File: src/hdl/rspt_pkg.sv
// Package: constants and carrier types for the reset source and power-up timer block
// Summary of operation
// - Low external reset pin holds device in reset
// - Short low glitches on pin are ignored
// - Device never drives the external reset pin
// - Power-on reset initialises all logic
// - Power-on flag cleared by power-on reset or a software write of zero
// - Only software writing one sets power-on flag
// - Regulator undervoltage raises brown-out reset when enabled
// - Brown-out holds reset until regulator output sufficient
// - One power-up timer interval follows each brown-out
// - Brown-out during timer run restarts the timer
// - Brown-out flag cleared by brown-out or power-on
// - Regulator disabled: no brown-out, power-on still clears
// - Config pairs compared continuously; mismatch forces reset
// - Mismatch flag cleared by mismatch events or a software write of zero
// - Power-up timer always enabled, never bypassed
// - Timer: 11-bit count of 32 us ticks
// - Reset held while power-up timer counts
// - Timer starts after power-on pulse clears
// - Pin release after timer expiry releases immediately
// - Cause flags sit in low six bits
package rspt_pkg;

  // Clock and timer timing
  localparam int unsigned CLK_PERIOD_NS  = 25;
  localparam int unsigned RC_PERIOD_NS   = 32000;
  localparam int unsigned RC_TICK_CYCLES = (RC_PERIOD_NS + CLK_PERIOD_NS - 1) / CLK_PERIOD_NS;
  localparam int unsigned POWER_UP_TIMER_BITS      = 11;
  localparam int unsigned POWER_UP_TIMER_COUNT     = 2048;
  localparam int unsigned TICK_BITS      = 16;

  // Pin filter
  localparam int unsigned FILT_BITS      = 3;
  localparam logic [2:0]  FILT_LEN_RESET = 3'h4;

  // Configuration pairs under watch
  localparam int unsigned CFG_REGS       = 4;
  localparam int unsigned CFG_WIDTH      = 8;

  // Register byte offsets
  localparam logic [7:0]  OFS_RESET_CTRL = 8'h00;
  localparam logic [7:0]  OFS_STATUS     = 8'h04;
  localparam logic [7:0]  OFS_CONTROL    = 8'h08;

  // Reset control register bit positions
  localparam int unsigned BIT_BROWNOUT   = 0;
  localparam int unsigned BIT_POWERON    = 1;
  localparam int unsigned BIT_PWRDOWN    = 2;
  localparam int unsigned BIT_TIMEOUT    = 3;
  localparam int unsigned BIT_RESET_INST = 4;
  localparam int unsigned BIT_MISMATCH   = 5;
  localparam int unsigned BIT_PRIO_EN    = 7;

  // Values after power-on reset
  localparam logic RST_BROWNOUT   = 1'b0;
  localparam logic RST_POWERON    = 1'b0;
  localparam logic RST_RESET_INST = 1'b1;
  localparam logic RST_MISMATCH   = 1'b1;
  localparam logic RST_PRIO_EN    = 1'b0;
  localparam logic FIXED_PWRDOWN  = 1'b1;
  localparam logic FIXED_TIMEOUT  = 1'b1;

  // Status register field positions
  localparam int unsigned ST_CORE_RST    = 0;
  localparam int unsigned ST_PIN_LOW     = 1;
  localparam int unsigned ST_BROWNOUT    = 2;
  localparam int unsigned ST_MISMATCH    = 3;
  localparam int unsigned ST_POWER_UP_TIMER_RUN    = 4;
  localparam int unsigned ST_POWER_UP_TIMER_LSB    = 16;

  // Power-up timer states
  typedef enum logic [1:0] {
    RSPT_PT_HOLD,
    RSPT_PT_COUNT,
    RSPT_PT_DONE
  } rspt_pt_state_t;

  // One configuration word and its complementary shadow
  typedef struct packed {
    logic [CFG_WIDTH-1:0] value;
    logic [CFG_WIDTH-1:0] shadow;
  } rspt_cfg_pair_t;

  // Supply monitor inputs
  typedef struct packed {
    logic regulator_enable_pin;
    logic regulator_ok;
  } rspt_supply_t;

endpackage

File: src/hdl/rspt_top.sv
// Reset source combiner, power-up timer and reset cause register with AHB-Lite access
//
// Decided for this implementation: the address map and register access over AHB-Lite.
`timescale 1ns/1ps
module rspt_top #(
  parameter int unsigned TICK_CYCLES = rspt_pkg::RC_TICK_CYCLES,
  parameter int unsigned POWER_UP_TIMER_TICKS  = rspt_pkg::POWER_UP_TIMER_COUNT
) (
  // Clock and power-on reset
  input  wire logic                                   hclk,
  input  wire logic                                   hresetn,
  // AHB-Lite slave
  input  wire logic                                   hsel,
  input  wire logic [31:0]                            haddr,
  input  wire logic [1:0]                             htrans,
  input  wire logic                                   hwrite,
  input  wire logic [2:0]                             hsize,
  input  wire logic [31:0]                            hwdata,
  input  wire logic                                   hready,
  output logic [31:0]                                 hrdata,
  output logic                                        hreadyout,
  output logic                                        hresp,
  // External reset pin
  input  wire logic                                   external_reset_pin_in,
  output logic                                        external_reset_pin_out,
  output logic                                        external_reset_pin_oe,
  // Supply monitor
  input  wire rspt_pkg::rspt_supply_t                 supply,
  // Configuration words and shadows
  input  wire rspt_pkg::rspt_cfg_pair_t [rspt_pkg::CFG_REGS-1:0] config_pairs,
  // Core reset
  output logic                                        core_reset_n
);

  // Bus state
  logic                        dp_valid_q;
  logic                        dp_write_q;
  logic [7:0]                  dp_addr_q;
  logic [31:0]                 rdata_q;
  logic                        wr_reset_control_register;
  logic                        wr_ctrl;

  // Reset cause flags and control
  logic                        brownout_flag_q;
  logic                        poweron_flag_q;
  logic                        reset_inst_flag_q;
  logic                        config_mismatch_flag_q;
  logic                        prio_en_q;
  logic [rspt_pkg::FILT_BITS-1:0] filt_len_q;

  // Sources
  logic                        pin_low;
  logic                        brownout_active;
  logic [rspt_pkg::CFG_REGS-1:0] pair_bad;
  logic                        mismatch;

  // Power-up timer
  rspt_pkg::rspt_pt_state_t    pt_state_q;
  logic [rspt_pkg::TICK_BITS-1:0] tick_cnt_q;
  logic                        tick;
  logic [rspt_pkg::POWER_UP_TIMER_BITS-1:0] power_up_timer_q;
  logic                        pt_last;
  logic                        core_reset_n_q;

  // Register views
  logic [31:0]                 reset_control_register_view;
  logic [31:0]                 status_view;

  // Read mux shared by the address phase decode
  function automatic logic [31:0] rspt_read(input logic [7:0] ofs,
                                            input logic [31:0] reset_control_register_v,
                                            input logic [31:0] stat_v,
                                            input logic [rspt_pkg::FILT_BITS-1:0] flen);
    logic [31:0] r;
    r = 32'h0000_0000;
    unique case (ofs)
      rspt_pkg::OFS_RESET_CTRL: r = reset_control_register_v;
      rspt_pkg::OFS_STATUS:     r = stat_v;
      rspt_pkg::OFS_CONTROL:    r = {29'h0000_0000, flen};
      default:                  r = 32'h0000_0000;
    endcase
    return r;
  endfunction

  // Config pair check, one per register
  function automatic logic rspt_pair_bad(input rspt_pkg::rspt_cfg_pair_t p);
    return p.value != ~p.shadow;
  endfunction

  // External pin filter
  rspt_pin_filter u_pin_filter (
    .clk      (hclk),
    .rst_n    (hresetn),
    .pin_in   (external_reset_pin_in),
    .filt_len (filt_len_q),
    .pin_low  (pin_low)
  );

  // The pin is input only; internal resets never pull it low
  assign external_reset_pin_out = 1'b1;
  assign external_reset_pin_oe  = 1'b0;

  // Brown-out only exists with the regulator enabled
  assign brownout_active = supply.regulator_enable_pin && !supply.regulator_ok;

  // Continuous compare of every configuration pair
  genvar gi;
  generate
    for (gi = 0; gi < rspt_pkg::CFG_REGS; gi++) begin : g_cfg
      assign pair_bad[gi] = rspt_pair_bad(config_pairs[gi]);
    end
  endgenerate
  assign mismatch = |pair_bad;

  // RC oscillator tick derived from the bus clock
  assign tick = (tick_cnt_q == rspt_pkg::TICK_BITS'(TICK_CYCLES - 1));

  always_ff @(posedge hclk or negedge hresetn) begin
    if (!hresetn) begin
      tick_cnt_q <= '0;
    end else if (tick || pt_state_q != rspt_pkg::RSPT_PT_COUNT) begin
      tick_cnt_q <= '0;
    end else begin
      tick_cnt_q <= tick_cnt_q + 1'b1;
    end
  end

  assign pt_last = tick && (power_up_timer_q == rspt_pkg::POWER_UP_TIMER_BITS'(POWER_UP_TIMER_TICKS - 1));

  // Power-up timer sequencing; it starts on release of power-on reset and has no bypass
  always_ff @(posedge hclk or negedge hresetn) begin
    if (!hresetn) begin
      pt_state_q <= rspt_pkg::RSPT_PT_COUNT;
    end else begin
      unique case (pt_state_q)
        rspt_pkg::RSPT_PT_HOLD: begin
          if (!brownout_active) begin
            pt_state_q <= rspt_pkg::RSPT_PT_COUNT;
          end
        end
        rspt_pkg::RSPT_PT_COUNT: begin
          if (brownout_active) begin
            pt_state_q <= rspt_pkg::RSPT_PT_HOLD;
          end else if (pt_last) begin
            pt_state_q <= rspt_pkg::RSPT_PT_DONE;
          end
        end
        rspt_pkg::RSPT_PT_DONE: begin
          if (brownout_active) begin
            pt_state_q <= rspt_pkg::RSPT_PT_HOLD;
          end
        end
        default: pt_state_q <= rspt_pkg::RSPT_PT_HOLD;
      endcase
    end
  end

  // Eleven-bit count of RC ticks, reinitialised whenever not counting
  always_ff @(posedge hclk or negedge hresetn) begin
    if (!hresetn) begin
      power_up_timer_q <= '0;
    end else if (pt_state_q != rspt_pkg::RSPT_PT_COUNT || brownout_active) begin
      power_up_timer_q <= '0;
    end else if (tick) begin
      power_up_timer_q <= power_up_timer_q + 1'b1;
    end
  end

  // One combined internal reset; released only when every source is clear
  always_ff @(posedge hclk or negedge hresetn) begin
    if (!hresetn) begin
      core_reset_n_q <= 1'b0;
    end else begin
      core_reset_n_q <= !(pin_low || brownout_active || mismatch
                          || pt_state_q != rspt_pkg::RSPT_PT_DONE);
    end
  end
  assign core_reset_n = core_reset_n_q;

  // AHB-Lite address phase capture; zero wait states
  always_ff @(posedge hclk or negedge hresetn) begin
    if (!hresetn) begin
      dp_valid_q <= 1'b0;
      dp_write_q <= 1'b0;
      dp_addr_q  <= 8'h00;
    end else if (hready) begin
      // Only the low 256 bytes are mapped; a write above them must not alias a register
      dp_valid_q <= hsel && htrans[1] && haddr[31:8] == 24'h00_0000;
      dp_write_q <= hwrite;
      dp_addr_q  <= haddr[7:0];
    end
  end

  // Read data taken during the address phase so it stands in the data phase
  always_ff @(posedge hclk or negedge hresetn) begin
    if (!hresetn) begin
      rdata_q <= 32'h0000_0000;
    end else if (hready && hsel && htrans[1] && !hwrite && haddr[31:8] == 24'h00_0000) begin
      rdata_q <= rspt_read(haddr[7:0], reset_control_register_view, status_view, filt_len_q);
    end else if (hready) begin
      rdata_q <= 32'h0000_0000;
    end
  end

  assign hrdata    = rdata_q;
  assign hreadyout = 1'b1;
  assign hresp     = 1'b0;
  assign wr_reset_control_register   = dp_valid_q && dp_write_q && dp_addr_q == rspt_pkg::OFS_RESET_CTRL;
  assign wr_ctrl   = dp_valid_q && dp_write_q && dp_addr_q == rspt_pkg::OFS_CONTROL;

  // Power-on flag: power-on reset or a software write of zero clears, only software sets
  always_ff @(posedge hclk or negedge hresetn) begin
    if (!hresetn) begin
      poweron_flag_q <= rspt_pkg::RST_POWERON;
    end else if (wr_reset_control_register) begin
      poweron_flag_q <= hwdata[rspt_pkg::BIT_POWERON];
    end
  end

  // Brown-out flag: the hardware clear wins over a software write
  always_ff @(posedge hclk or negedge hresetn) begin
    if (!hresetn) begin
      brownout_flag_q <= rspt_pkg::RST_BROWNOUT;
    end else if (brownout_active) begin
      brownout_flag_q <= 1'b0;
    end else if (wr_reset_control_register) begin
      brownout_flag_q <= hwdata[rspt_pkg::BIT_BROWNOUT];
    end
  end

  // Mismatch flag: power-on reset sets it, a mismatch clears it
  always_ff @(posedge hclk or negedge hresetn) begin
    if (!hresetn) begin
      config_mismatch_flag_q <= rspt_pkg::RST_MISMATCH;
    end else if (mismatch) begin
      config_mismatch_flag_q <= 1'b0;
    end else if (wr_reset_control_register) begin
      config_mismatch_flag_q <= hwdata[rspt_pkg::BIT_MISMATCH];
    end
  end

  // Software-only bits of the reset control register
  always_ff @(posedge hclk or negedge hresetn) begin
    if (!hresetn) begin
      reset_inst_flag_q <= rspt_pkg::RST_RESET_INST;
      prio_en_q         <= rspt_pkg::RST_PRIO_EN;
    end else if (wr_reset_control_register) begin
      reset_inst_flag_q <= hwdata[rspt_pkg::BIT_RESET_INST];
      prio_en_q         <= hwdata[rspt_pkg::BIT_PRIO_EN];
    end
  end

  // Filter length; zero makes the pin act after the synchroniser alone
  always_ff @(posedge hclk or negedge hresetn) begin
    if (!hresetn) begin
      filt_len_q <= rspt_pkg::FILT_LEN_RESET;
    end else if (wr_ctrl) begin
      filt_len_q <= hwdata[rspt_pkg::FILT_BITS-1:0];
    end
  end

  // Register views; cause flags in the low six bits
  always_comb begin
    reset_control_register_view = 32'h0000_0000;
    reset_control_register_view[rspt_pkg::BIT_BROWNOUT]   = brownout_flag_q;
    reset_control_register_view[rspt_pkg::BIT_POWERON]    = poweron_flag_q;
    reset_control_register_view[rspt_pkg::BIT_PWRDOWN]    = rspt_pkg::FIXED_PWRDOWN;
    reset_control_register_view[rspt_pkg::BIT_TIMEOUT]    = rspt_pkg::FIXED_TIMEOUT;
    reset_control_register_view[rspt_pkg::BIT_RESET_INST] = reset_inst_flag_q;
    reset_control_register_view[rspt_pkg::BIT_MISMATCH]   = config_mismatch_flag_q;
    reset_control_register_view[rspt_pkg::BIT_PRIO_EN]    = prio_en_q;
  end

  always_comb begin
    status_view = 32'h0000_0000;
    status_view[rspt_pkg::ST_CORE_RST] = !core_reset_n_q;
    status_view[rspt_pkg::ST_PIN_LOW]  = pin_low;
    status_view[rspt_pkg::ST_BROWNOUT] = brownout_active;
    status_view[rspt_pkg::ST_MISMATCH] = mismatch;
    status_view[rspt_pkg::ST_POWER_UP_TIMER_RUN] = pt_state_q == rspt_pkg::RSPT_PT_COUNT;
    status_view[rspt_pkg::ST_POWER_UP_TIMER_LSB +: rspt_pkg::POWER_UP_TIMER_BITS] = power_up_timer_q;
  end

  // Helper: marks the first cycle after power-on reset release
  logic first_q;
  always_ff @(posedge hclk or negedge hresetn) begin
    if (!hresetn) begin
      first_q <= 1'b1;
    end else begin
      first_q <= 1'b0;
    end
  end
endmodule

File: src/hdl/rspt_pin_filter.sv
// Synchroniser and consecutive-sample glitch filter for the external reset pin
`timescale 1ns/1ps
module rspt_pin_filter (
  // Clock and reset
  input  wire logic                          clk,
  input  wire logic                          rst_n,
  // Pin and filter length
  input  wire logic                          pin_in,
  input  wire logic [rspt_pkg::FILT_BITS-1:0] filt_len,
  // Qualified low level
  output logic                               pin_low
);

  logic                          sync1_q;
  logic                          sync2_q;
  logic [rspt_pkg::FILT_BITS-1:0] cnt_q;
  logic [rspt_pkg::FILT_BITS-1:0] cnt_d;
  logic                          pin_low_q;

  // Two-stage synchroniser; first stage feeds only the second
  always_ff @(posedge clk or negedge rst_n) begin
    if (!rst_n) begin
      sync1_q <= 1'b1;
      sync2_q <= 1'b1;
    end else begin
      sync1_q <= pin_in;
      sync2_q <= sync1_q;
    end
  end

  // Saturating count of consecutive low samples
  always_comb begin
    cnt_d = cnt_q;
    if (sync2_q) begin
      cnt_d = '0;
    end else if (cnt_q != '1) begin
      cnt_d = cnt_q + 1'b1;
    end
  end

  always_ff @(posedge clk or negedge rst_n) begin
    if (!rst_n) begin
      cnt_q <= '0;
    end else begin
      cnt_q <= cnt_d;
    end
  end

  // Low only once enough samples agree; a high sample releases at once
  always_ff @(posedge clk or negedge rst_n) begin
    if (!rst_n) begin
      pin_low_q <= 1'b0;
    end else begin
      pin_low_q <= !sync2_q && (cnt_d >= filt_len);
    end
  end

  assign pin_low = pin_low_q;

endmodule

File: config.mk
export PLATFORM = sky130hd
export DESIGN_NAME = rspt_top
export DESIGN_NICKNAME = d
export VERILOG_FILES = /design/src/hdl/rspt_pkg.sv /design/src/hdl/rspt_top.sv /design/src/hdl/rspt_pin_filter.sv
export SDC_FILE = /design/constraint.sdc
export NUM_CORES = 1
export LEC_CHECK = 0
export ABC_AREA = 1
export BUFFER_PORTS_ARGS = -buffer_cell sky130_fd_sc_hd__clkbuf_2
export CORE_MARGIN = 1
export CORE_UTILIZATION = 53
export CTS_CLUSTER_SIZE = 10
export DETAILED_ROUTE_END_ITERATION = 12
export PLACE_DENSITY = 0.93
export SETUP_SLACK_MARGIN = 0.4
export SLEW_MARGIN = 5
export SYNTH_ARGS = -nofsm -noshare
export SYNTH_HDL_FRONTEND = slang
export SYNTH_SLANG_ARGS = --single-unit
File: constraint.sdc
create_clock -name hclk -period 4.2 [get_ports hclk]
set_clock_uncertainty 0.05 [all_clocks]
set_input_delay 0.42 -clock hclk [delete_from_list [all_inputs] [get_ports hclk]]
set_output_delay 0.42 -clock hclk [all_outputs]
set_load 0.02 [all_outputs]
# ---- Word-level counts from Yosys, hierarchy flattened
# Cells that the tools add are included.
dict set report classes {
  n_shift 0
  div 0
  n_eq_ne 17
  magnitude_cmp 1
  n_mux 17
  n_addsub 3
  reduce_logical 32
  n_bitwise 4
  mul 0
}
# op n
set ops {}
lappend ops {{$pmux W27 S3} 1}
lappend ops {{$mux W32} 2}
lappend ops {{$ne A8 B8 Y1} 4}
lappend ops {{$not A8 Y8} 4}
lappend ops {{$logic_not A24 Y1} 1}
lappend ops {{$mux W11} 2}
lappend ops {{$add A16 B1 Y16 const B} 1}
lappend ops {{$eq A16 B11 Y1 const B} 1}
lappend ops {{$eq A8 B4 Y1 const B} 2}
lappend ops {{$logic_not A8 Y1} 2}
lappend ops {{$mux W16} 1}
lappend ops {{$logic_and A1 B1 Y1} 12}
lappend ops {{$add A11 B1 Y11 const B} 1}
lappend ops {{$eq A11 B11 Y1 const B} 1}
lappend ops {{$eq A8 B3 Y1 const B} 1}
lappend ops {{$mux W2} 4}
lappend ops {{$reduce_bool A2 Y1} 4}
lappend ops {{$mux W3} 2}
lappend ops {{$ne A2 B2 Y1 const B} 3}
lappend ops {{$ne A3 B3 Y1 const B} 2}
lappend ops {{$pmux W2 S3} 1}
lappend ops {{$logic_not A1 Y1} 5}
lappend ops {{$logic_or A1 B1 Y1} 5}
lappend ops {{$mux W1} 4}
lappend ops {{other kinds (8)} 8}
dict set report totals {
  mem_bits_rw 0
  n_memories 0
  reg_bits 86
  output_inout_bits 37
  rom_bits 0
  latchBits 0
}

# ---- Depth between registers and ports, before layout
# Gate-level depths: netlist of the first run.
dict set report depth {
  ltp_word 6
  ltp_mapped 13
  ltp_nobuf 13
}

# ---- Modules after synthesis
# From an unflattened synthesis of the first run, not the netlist that was laid out.
dict set report hier_totals {
  cells_unflattened 736
  area_unflattened_um2 4708.3
}
# mod seq_area_each_um2 area_per_inst_um2 cells_per_inst n_inst
set modules_own_cells {}
lappend modules_own_cells {rspt_top 1656.6 4416.7 705 1}
lappend modules_own_cells {rspt_pin_filter 152.6 291.5 31 1}

# ---- Least setup slack after synthesis of the first run
# No wires, ideal clock.
dict set report synth_path {
  path_kind {reg2reg}
  startpoint {register u_pin_filter.cnt_q[0] (netlist name)}
  endpoint {register u_pin_filter.pin_low_q, in the netlist u_pin_filter.pin_low}
  t_required_ns 4.030
  path_stages_with_launch 13
  path_slack_ns 2.426
  t_arrival_ns 1.605
  period_less_slack_ns 1.774
  cell_sequence {dfrtp_1 -> ha_1 -> nand2_1 -> nor2_1 -> nor3_1 -> inv_1 -> ha_1 -> inv_1 -> nand2_1 -> a21oi_1 -> nor2_1 -> o21ai_0 -> inv_1}
}
dict set report synth_via {
  elab_chain_cells 5
}
# item line_no
set synth_rtl {}
lappend synth_rtl {{start: declaration} rspt_pin_filter.sv:16} ;# logic [rspt_pkg::FILT_BITS-1:0] cnt_q;
lappend synth_rtl {{start signal: assignment} rspt_pin_filter.sv:45} ;# cnt_q <= cnt_d;
lappend synth_rtl {{$add A3 B1 Y3 / $ne A3 B3 Y1 (equally long branches)} {rspt_pin_filter.sv:37, rspt_pin_filter.sv:36}}
lappend synth_rtl {{$mux W3 (*)} rspt_pin_filter.sv:36} ;# end else if (cnt_q != '1) begin
lappend synth_rtl {{$mux W3 (*)} rspt_pin_filter.sv:34} ;# if (sync2_q) begin
lappend synth_rtl {{via u_pin_filter.cnt_d, one bit} rspt_pin_filter.sv:17} ;# logic [rspt_pkg::FILT_BITS-1:0] cnt_d;
lappend synth_rtl {{$ge A3 B3 Y1 (*)} rspt_pin_filter.sv:54} ;# pin_low_q <= !sync2_q && (cnt_d >= filt_len);
lappend synth_rtl {{$logic_and A1 B1 Y1 (*)} rspt_pin_filter.sv:54}
lappend synth_rtl {{end signal: assignment} rspt_pin_filter.sv:54}
lappend synth_rtl {{end: declaration} rspt_pin_filter.sv:18} ;# logic pin_low_q;
# Mark *: on every way through the listed nets, which the timed path passes. The rest lies on a longest branch.
# A chain may end at the register's enable or synchronous reset.

# ---- Final worst setup path of the first run
# Same ends and word-level chain as after synthesis.

==> results of run 1 <==
==> registers in the layout (all words and copies together) (netlist names), 2 cells and up <==
signal and count:
tick_cnt_q 16, dp_addr_q 8, filt_len_q 3, power_up_timer_q 11, u_pin_filter.cnt_q 3, pt_state_q 2
hrdata 18
==> final timing paths <==
path | to | slack [ns] | depth (start not counted)
setup reg to reg | u_pin_filter.pin_low | 2.23 | 12
min in group asynchronous | u_pin_filter.cnt_q[2] | 0.16 | 1
hold / removal | u_pin_filter.sync1_q | 0.11 | 1
setup / recovery | u_pin_filter.pin_low | 2.23 | 12
hold reg to reg | u_pin_filter.sync2_q | 0.31 | 0
max in group asynchronous | u_pin_filter.sync2_q | 2.98 | 2
==> metrics by stage <==
step / utilization (%) / hold WS, ns
after floorplan: - / 0.07441
after global placement: 62.73 / 0.2986
after detailed placement: 62.73 / 0.2970
after CTS: 64.94 / 0.09475
after global routing: 64.94 / 0.09281
final: 64.94 / 0.1050
==> synthesized netlist by cell type, drive strengths merged <==
master,number
and3,1
clkbuf,3
o211ai,2
o21a,3
nor2,120
xor2,6
or2,1
a21oi,7
or3,1
nand2,182
ha,6
nand3,25
nor3b,2
nand4,17
nor3,14
o21ai,38
xnor2,2
inv,86
dfstp,6
conb,2
o31ai,2
dfrtp,66
nor4,3
a22o,1
buf,23
clkinv,1
a31oi,2
==> power groups by stage <==
stage / Combinational [mW] / Sequential [mW] / Clock, mW
global route: 0.337 / 0.750 / 0.543
floorplan: 0.205 / 0.755 / 0
CTS: 0.295 / 0.746 / 0.517
global placement: 0.285 / 0.758 / 0
detailed placement: 0.293 / 0.759 / 0
finish: 0.292 / 0.746 / 0.510
==> layer usage <==
layer | up-vias | global-route usage, % | part of all wire (%)
met1 | 1937 | 29.69 | 42
met3 | 22 | 5.016 | 7.0
met2 | 136 | 42.82 | 49
met4 | 0 | 11.03 | 1.8
li1 | 2175 | - | -
met5 | - | 0 | 0
==> final cells by class <==
type | count | area, um2 | share of cell area, %
Clock buffer | 16 | 180.2 | 3.394
Tap cell | 105 | 131.4 | 2.475
Timing Repair Buffer | 130 | 653.1 | 12.30
Sequential cell | 72 | 1809 | 34.08
Multi-Input combinational cell | 453 | 2203 | 41.50
Inverter | 87 | 331.6 | 6.246
==> cells in the final DEF (no fill, tap or decap), types with 2 or more instances in the layout <==
cell / synthesis / final
nand2_1: 173 / 173
clkbuf_2: 0 / 128
nor2_1: 107 / 107
inv_1: 82 / 82
dfrtp_1: 66 / 66
o21ai_0: 23 / 23
nand3_1: 21 / 21
conb_1: 2 / 18
nand4_1: 16 / 16
o21ai_2: 12 / 12
clkbuf_8: 0 / 12
nor3_1: 11 / 11
nor2_2: 11 / 11
nand2_2: 6 / 6
xor2_1: 6 / 6
a21oi_1: 6 / 6
ha_1: 6 / 6
dfstp_2: 6 / 6
inv_2: 4 / 4
clkbuf_1: 3 / 4
nand2_4: 3 / 3
o21a_1: 3 / 3
nor4_1: 3 / 3
o21ai_1: 3 / 3
nor3_4: 3 / 3
nand3_4: 2 / 2
nor2_4: 2 / 2
nor3b_1: 2 / 2
a31oi_1: 2 / 2
xnor2_1: 2 / 2
nand3_2: 2 / 2
o31ai_1: 2 / 2
o211ai_1: 2 / 2
==> critical path, cell delays in order (launching register included) <==
cell and delay [ns]:
dfrtp_1 0.40, ha_1 0.21, nand2_1 0.10, nor2_1 0.05
nor3_1 0.21, inv_1 0.07, ha_1 0.27, inv_1 0.06
nand2_1 0.06, a21oi_1 0.13, nor2_1 0.05, o21ai_0 0.14
inv_1 0.06
==> cells by family after synthesis <==
logic type,share of synthesized area [%]
other,0.1679
AO/OA/AOI/OAI,7.776
flip-flops,40.45
buffers and inverters,11.64
AND/OR/NAND/NOR,36.73
XOR/XNOR,1.566
adder cells (fa/ha/maj),1.678
==> results.ini, run 1 <==
[floorplanning]
core_mm2 = 0.008175
ios = 178
dieWidth_um = 93.87
initial_core_util_pct = 54.71
fp.dieH_um = 93.87
num_rows = 33
die_area_mm2 = 0.008811

[detailed_routing]
wire_per_inst_um = 11.61
ant_nets = 0
drc_errors = 0
viasPerCell = 4.948
first_pass_iters = 6
drt_wl_total_mm = 10.02
via_count = 4270
drtIter0Drc = 235

[timing]
tightest_slew_ns = 0.9269
rsz0062_at_grt = false
fmax_mhz = 506.4
drv_slew = 0
finalCriticalPeriod_ns = 1.975
setup_ws_ns = 2.225
max_slew_margin_pct = 38.21
finalSetupViolCount = 0
fin_tns_setup_ns = 0
min_period_over_period_pct = 47.02
finalHoldViolations = 0

[power_and_ir_drop]
p_leak_nw = 2.919
ir_drop_uv = 169.9
pwr-share-clk_pct = 33.0
total_power_mw = 1.548
combPwrFrac_pct = 18.8
switching_power_mw = 0.4512
swShare_pct = 29.15
cellInternalPower_mw = 1.097
power_frac_seq_pct = 48.2
powerDensity_mw_per_mm2 = 291.6

[clocking]
clk_pin_slew_ns = 0.07
clockBufferDepth = 2
cts_resized = 0
numCtsBuffers = 9
clock_sinks = 72
htreeDepth = 3
ctsHoldBuffers = 0
clkLatencyLatePin_ns = 0.35
cts_tree = done
postCtsSetupRepairBufs = 0
cts-root-buf = clkbuf_8

[logic_synthesis]
yosysTopAreaCellShare_pct = 36.92
syn_avg_cell_area_um2 = 7.191
yosysTopAreaCell = dfrtp_1
yosysUniqueCellTypes = 41
ys_warn_count = 0
synth_area_leaders = dfrtp_1 (37%), nand2_1 (15%), nor2_1 (9.0%), inv_1 (6.9%), dfstp_2 (3.5%)
yosysSeqAreaShare_pct = 40.45
syn_inst = 622
ys_seq_elements = 72
syn_area_mm2 = 0.004473

[final_layout]
drive_gt1_share_pct = 25.99
antenna_cells = 0
layoutNonFillerInstCount = 863
area_growth_pct = 18.69
nFillCells = 724
final_area_mm2 = 0.005309
fin_nets = 900

[placed_design]
dp_hpwl_mm = 7.864
gp_congestion = 0.8721
place_area_mm2 = 0.005129
placed_cells = 847
port_buffers = 129
pre_cts_ws_ns = 2.229

[worst_setup_path]
arrival_ns = 2.16
start_kind = flop
cp-end-kind = flop
crit_required_ns = 4.39
cp-startpoint = u_pin_filter.cnt_q[0]
crit_type = flop to flop
cp_max_fo = 3
timing.rr.start = u_pin_filter.cnt_q[0]

[outcome]
status = finished clean

[grt]
grt_pass1_vias = 4045
grt_pass1_wl_mm = 17.05
antenna_found_initial = 0
grt_max_degree = 43
grt_overflow = 0
track_usage_pct = 24.77

[hold_path]
hp-class = primary input to flop
holdCritStartpoint = external_reset_pin_in

[run]
maxCapViolations = 0

No activity file was read; power rests on OpenSTA's default activity.
==> inputs of run 2 (changes only) <==
- CORE_UTILIZATION: 53 -> 49
- PLACE_DENSITY: 0.93 -> 0.88
- clock period: 4.2 -> 2 ns (I/O delays scaled with it)
==> results.ini, run 2 (synthesis results as in run 1) <==
[final_layout]
nFillCells = 729  ; +0.69%
fin_nets = 924  ; +2.7%
largest_reg_flops = 18  ; unchanged
final_common_cell = nand2_1
final_area_mm2 = 0.005868  ; +11%
antenna_cells = 0  ; unchanged
drive_gt1_share_pct = 32.74  ; +6.7 points
layoutNonFillerInstCount = 890  ; +3.1%
area_growth_pct = 31.19
final_cell_mix = nand2_1 (165), clkbuf_2 (128), nor2_1 (98)

[worst_setup_path]
path_depth = 13  ; +1
arrival_ns = 2.02  ; -0.14 ns
rr_endpoint = u_pin_filter.pin_low
rrSetupSlack_ns = 0.17  ; -2.05 ns
timing.rr.start = u_pin_filter.cnt_q[0]
crit_path_end = u_pin_filter.pin_low
path_cells = buf_4 > buf_4 > inv_1 > nor2_1 > nor3_2 > inv_1 > ha_1 > inv_1 > nand2_1 > a21oi_2 > nor2_1 > o21ai_1 > inv_1
start_kind = flop
crit_required_ns = 2.20  ; -2.19 ns
r2r_cells = 13  ; +1
cp_max_fo = 2  ; -1
slowest_delay_ns = 0.39  ; about the same
crit_family = buffers and inverters
slowest_stage = dfrtp_1
cp-startpoint = u_pin_filter.cnt_q[0]
crit_type = flop to flop
path_common_cell = inv_1
cp-end-kind = flop
critPathBufInv = 6  ; +3

[timing]
finalCriticalPeriod_ns = 1.826  ; -0.1487 ns
finalHoldViolations = 0  ; unchanged
whs_ns = 0.01596  ; -0.08909 ns
tightest_slew_ns = 0.5899  ; -0.3370 ns
rsz0062_at_grt = true
setup_ws_ns = 0.1740  ; -2.051 ns
fmax_mhz = 547.6  ; +8.1%
drv_slew = 0  ; unchanged
max_slew_margin_pct = 60.55  ; +22 points
finalSetupViolCount = 0  ; unchanged
min_period_over_period_pct = 91.30  ; +44 points

[power_and_ir_drop]
power_frac_seq_pct = 40.2  ; -8.0 points
swShare_pct = 30.04  ; +0.89 points
p_leak_nw = 3.113  ; +6.6%
pwr-share-clk_pct = 33.7  ; +0.7 points
combPwrFrac_pct = 26.1  ; +7.3 points
total_power_mw = 3.909  ; +150%
switching_power_mw = 1.174  ; +160%
ir_drop_uv = 396.9  ; +130%
cellInternalPower_mw = 2.735  ; +150%
powerDensity_mw_per_mm2 = 666.1  ; +130%

[floorplanning]
initial_core_util_pct = 51.04  ; -3.7 points
fp.dieH_um = 97.55  ; +3.9%
core_mm2 = 0.008763  ; +7.2%
die_area_mm2 = 0.009515  ; +8.0%
ios = 178  ; unchanged
dieWidth_um = 97.55  ; +3.9%
num_rows = 34  ; +3.0%

[grt]
grt_max_degree = 73  ; +70%
grt_overflow = 0  ; unchanged
antenna_found_initial = 0  ; unchanged
track_usage_pct = 22.38  ; -2.4 points
grt_pass1_vias = 3957  ; -2.2%
grt_pass1_wl_mm = 17.29  ; +1.4%

[clocking]
cts-root-buf = clkbuf_8
numCtsBuffers = 9  ; unchanged
clk_pin_slew_ns = 0.08  ; about the same
cts_tree = done
htreeDepth = 3  ; unchanged
clkLatencyLatePin_ns = 0.35  ; about the same
clock_sinks = 72  ; unchanged
clockBufferDepth = 2  ; unchanged

[detailed_routing]
drtIter0Drc = 216  ; -8.1%
ant_nets = 0  ; unchanged
drt_wl_total_mm = 11.48  ; +15%
wire_per_inst_um = 12.89  ; +11%
viasPerCell = 5.030  ; +1.7%
first_pass_iters = 5  ; -1
drc_errors = 0  ; unchanged
via_count = 4477  ; +4.8%

[placed_design]
place_area_mm2 = 0.005165  ; +0.71%
placed_cells = 852  ; +0.59%
pre_cts_ws_ns = 0.1254  ; -2.103 ns
gp_congestion = 0.8188  ; -6.1%
dp_hpwl_mm = 7.687  ; -2.3%
port_buffers = 129  ; unchanged

[outcome]
status = finished clean

[run]
maxCapViolations = 0  ; unchanged

[hold_path]
hp-class = primary input to flop

## run 2: cell types whose count changed in the layout (fill, tap and decap cells not counted), moves of 4 or more
cell,change
buf_4,+13
buf_6,+4
nand2_1,-8
nand2_2,+5
nand2_8,+5
nor2_1,-9
nor2_4,+10
nor3_1,-4
o21ai_0,-5
## run 2: worst reg2reg max path: cells and delay by family, from the launching register on
family                   cells  cell delay [ns]
AND/OR/NAND/NOR              4             0.34
adder cells (fa/ha/maj)      1             0.27
flip-flops                   1             0.39
buffers and inverters        6             0.45
AO/OA/AOI/OAI                2             0.21
## run 2: timing repair
item / 4_1_cts / 5_1_grt
hold endpoints to repair: 67 / 0
buffers inserted: 1 / 16
cloned: 0 / 3
hold buffers: 2 / 0
gates resized for setup: 6 / 67
pin swaps: 0 / 22
setup endpoints to repair: 14 / 29
## run 2: metal layers
metal,track usage (%),share of wire [%],up-vias
li1,-,-,2228
met1,27.85,41,2071
met2,37.65,51,150
met3,5.827,6.2,28
met4,7.579,1.9,0
met5,0,0,-
## run 2: power groups by stage
stage / clock network (mW) / logic [mW] / registers [mW]
6_report: 1.32 / 1.02 / 1.57
5_1_grt: 1.40 / 1.11 / 1.58
4_1_cts: 1.33 / 0.662 / 1.57
3_5_place_dp: 0 / 0.622 / 1.59
3_3_place_gp: 0 / 0.611 / 1.59
2_1_floorplan: 0 / 0.431 / 1.59
## run 2: how the worst min path moves through the flow
| stage | end | startpoint | cells after the start | slack (ns) |
|---|---|---|---|---|
| final | reset_inst_flag_q | hwdata[4] | 3 | 0.02 |
| after global routing | dp_addr_q[7] | haddr[7] | 3 | 0.03 |
| after CTS | reset_inst_flag_q | hwdata[4] | 3 | 0.007 |
| after detailed placement | u_pin_filter.cnt_q[0] | hresetn | 2 | 0.21 |
| after global placement | u_pin_filter.cnt_q[2] | hresetn | 2 | 0.21 |
| after floorplan | brownout_flag_q | hresetn | 0 | -0.15 |
## run 2: area by class of cell
class	instances	area, um2	area share [%]
clock buffers	13	158.9	2.708
clock inverters	3	65.06	1.109
inverters	87	351.6	5.991
multi-input cells	455	2479	42.24
flip-flops and latches	72	1812	30.87
well taps	108	135.1	2.303
repair buffers	151	855.8	14.58
repair inverters	1	11.26	0.1919
## run 2: per-stage QoR
stage          setup TNS (ns)  utilization (%)
2_1_floorplan               0                -
3_3_place_gp                0            58.94
3_5_place_dp                0            58.94
4_1_cts                     0            62.09
5_1_grt              -0.02151            66.96
6_report                    0            66.96
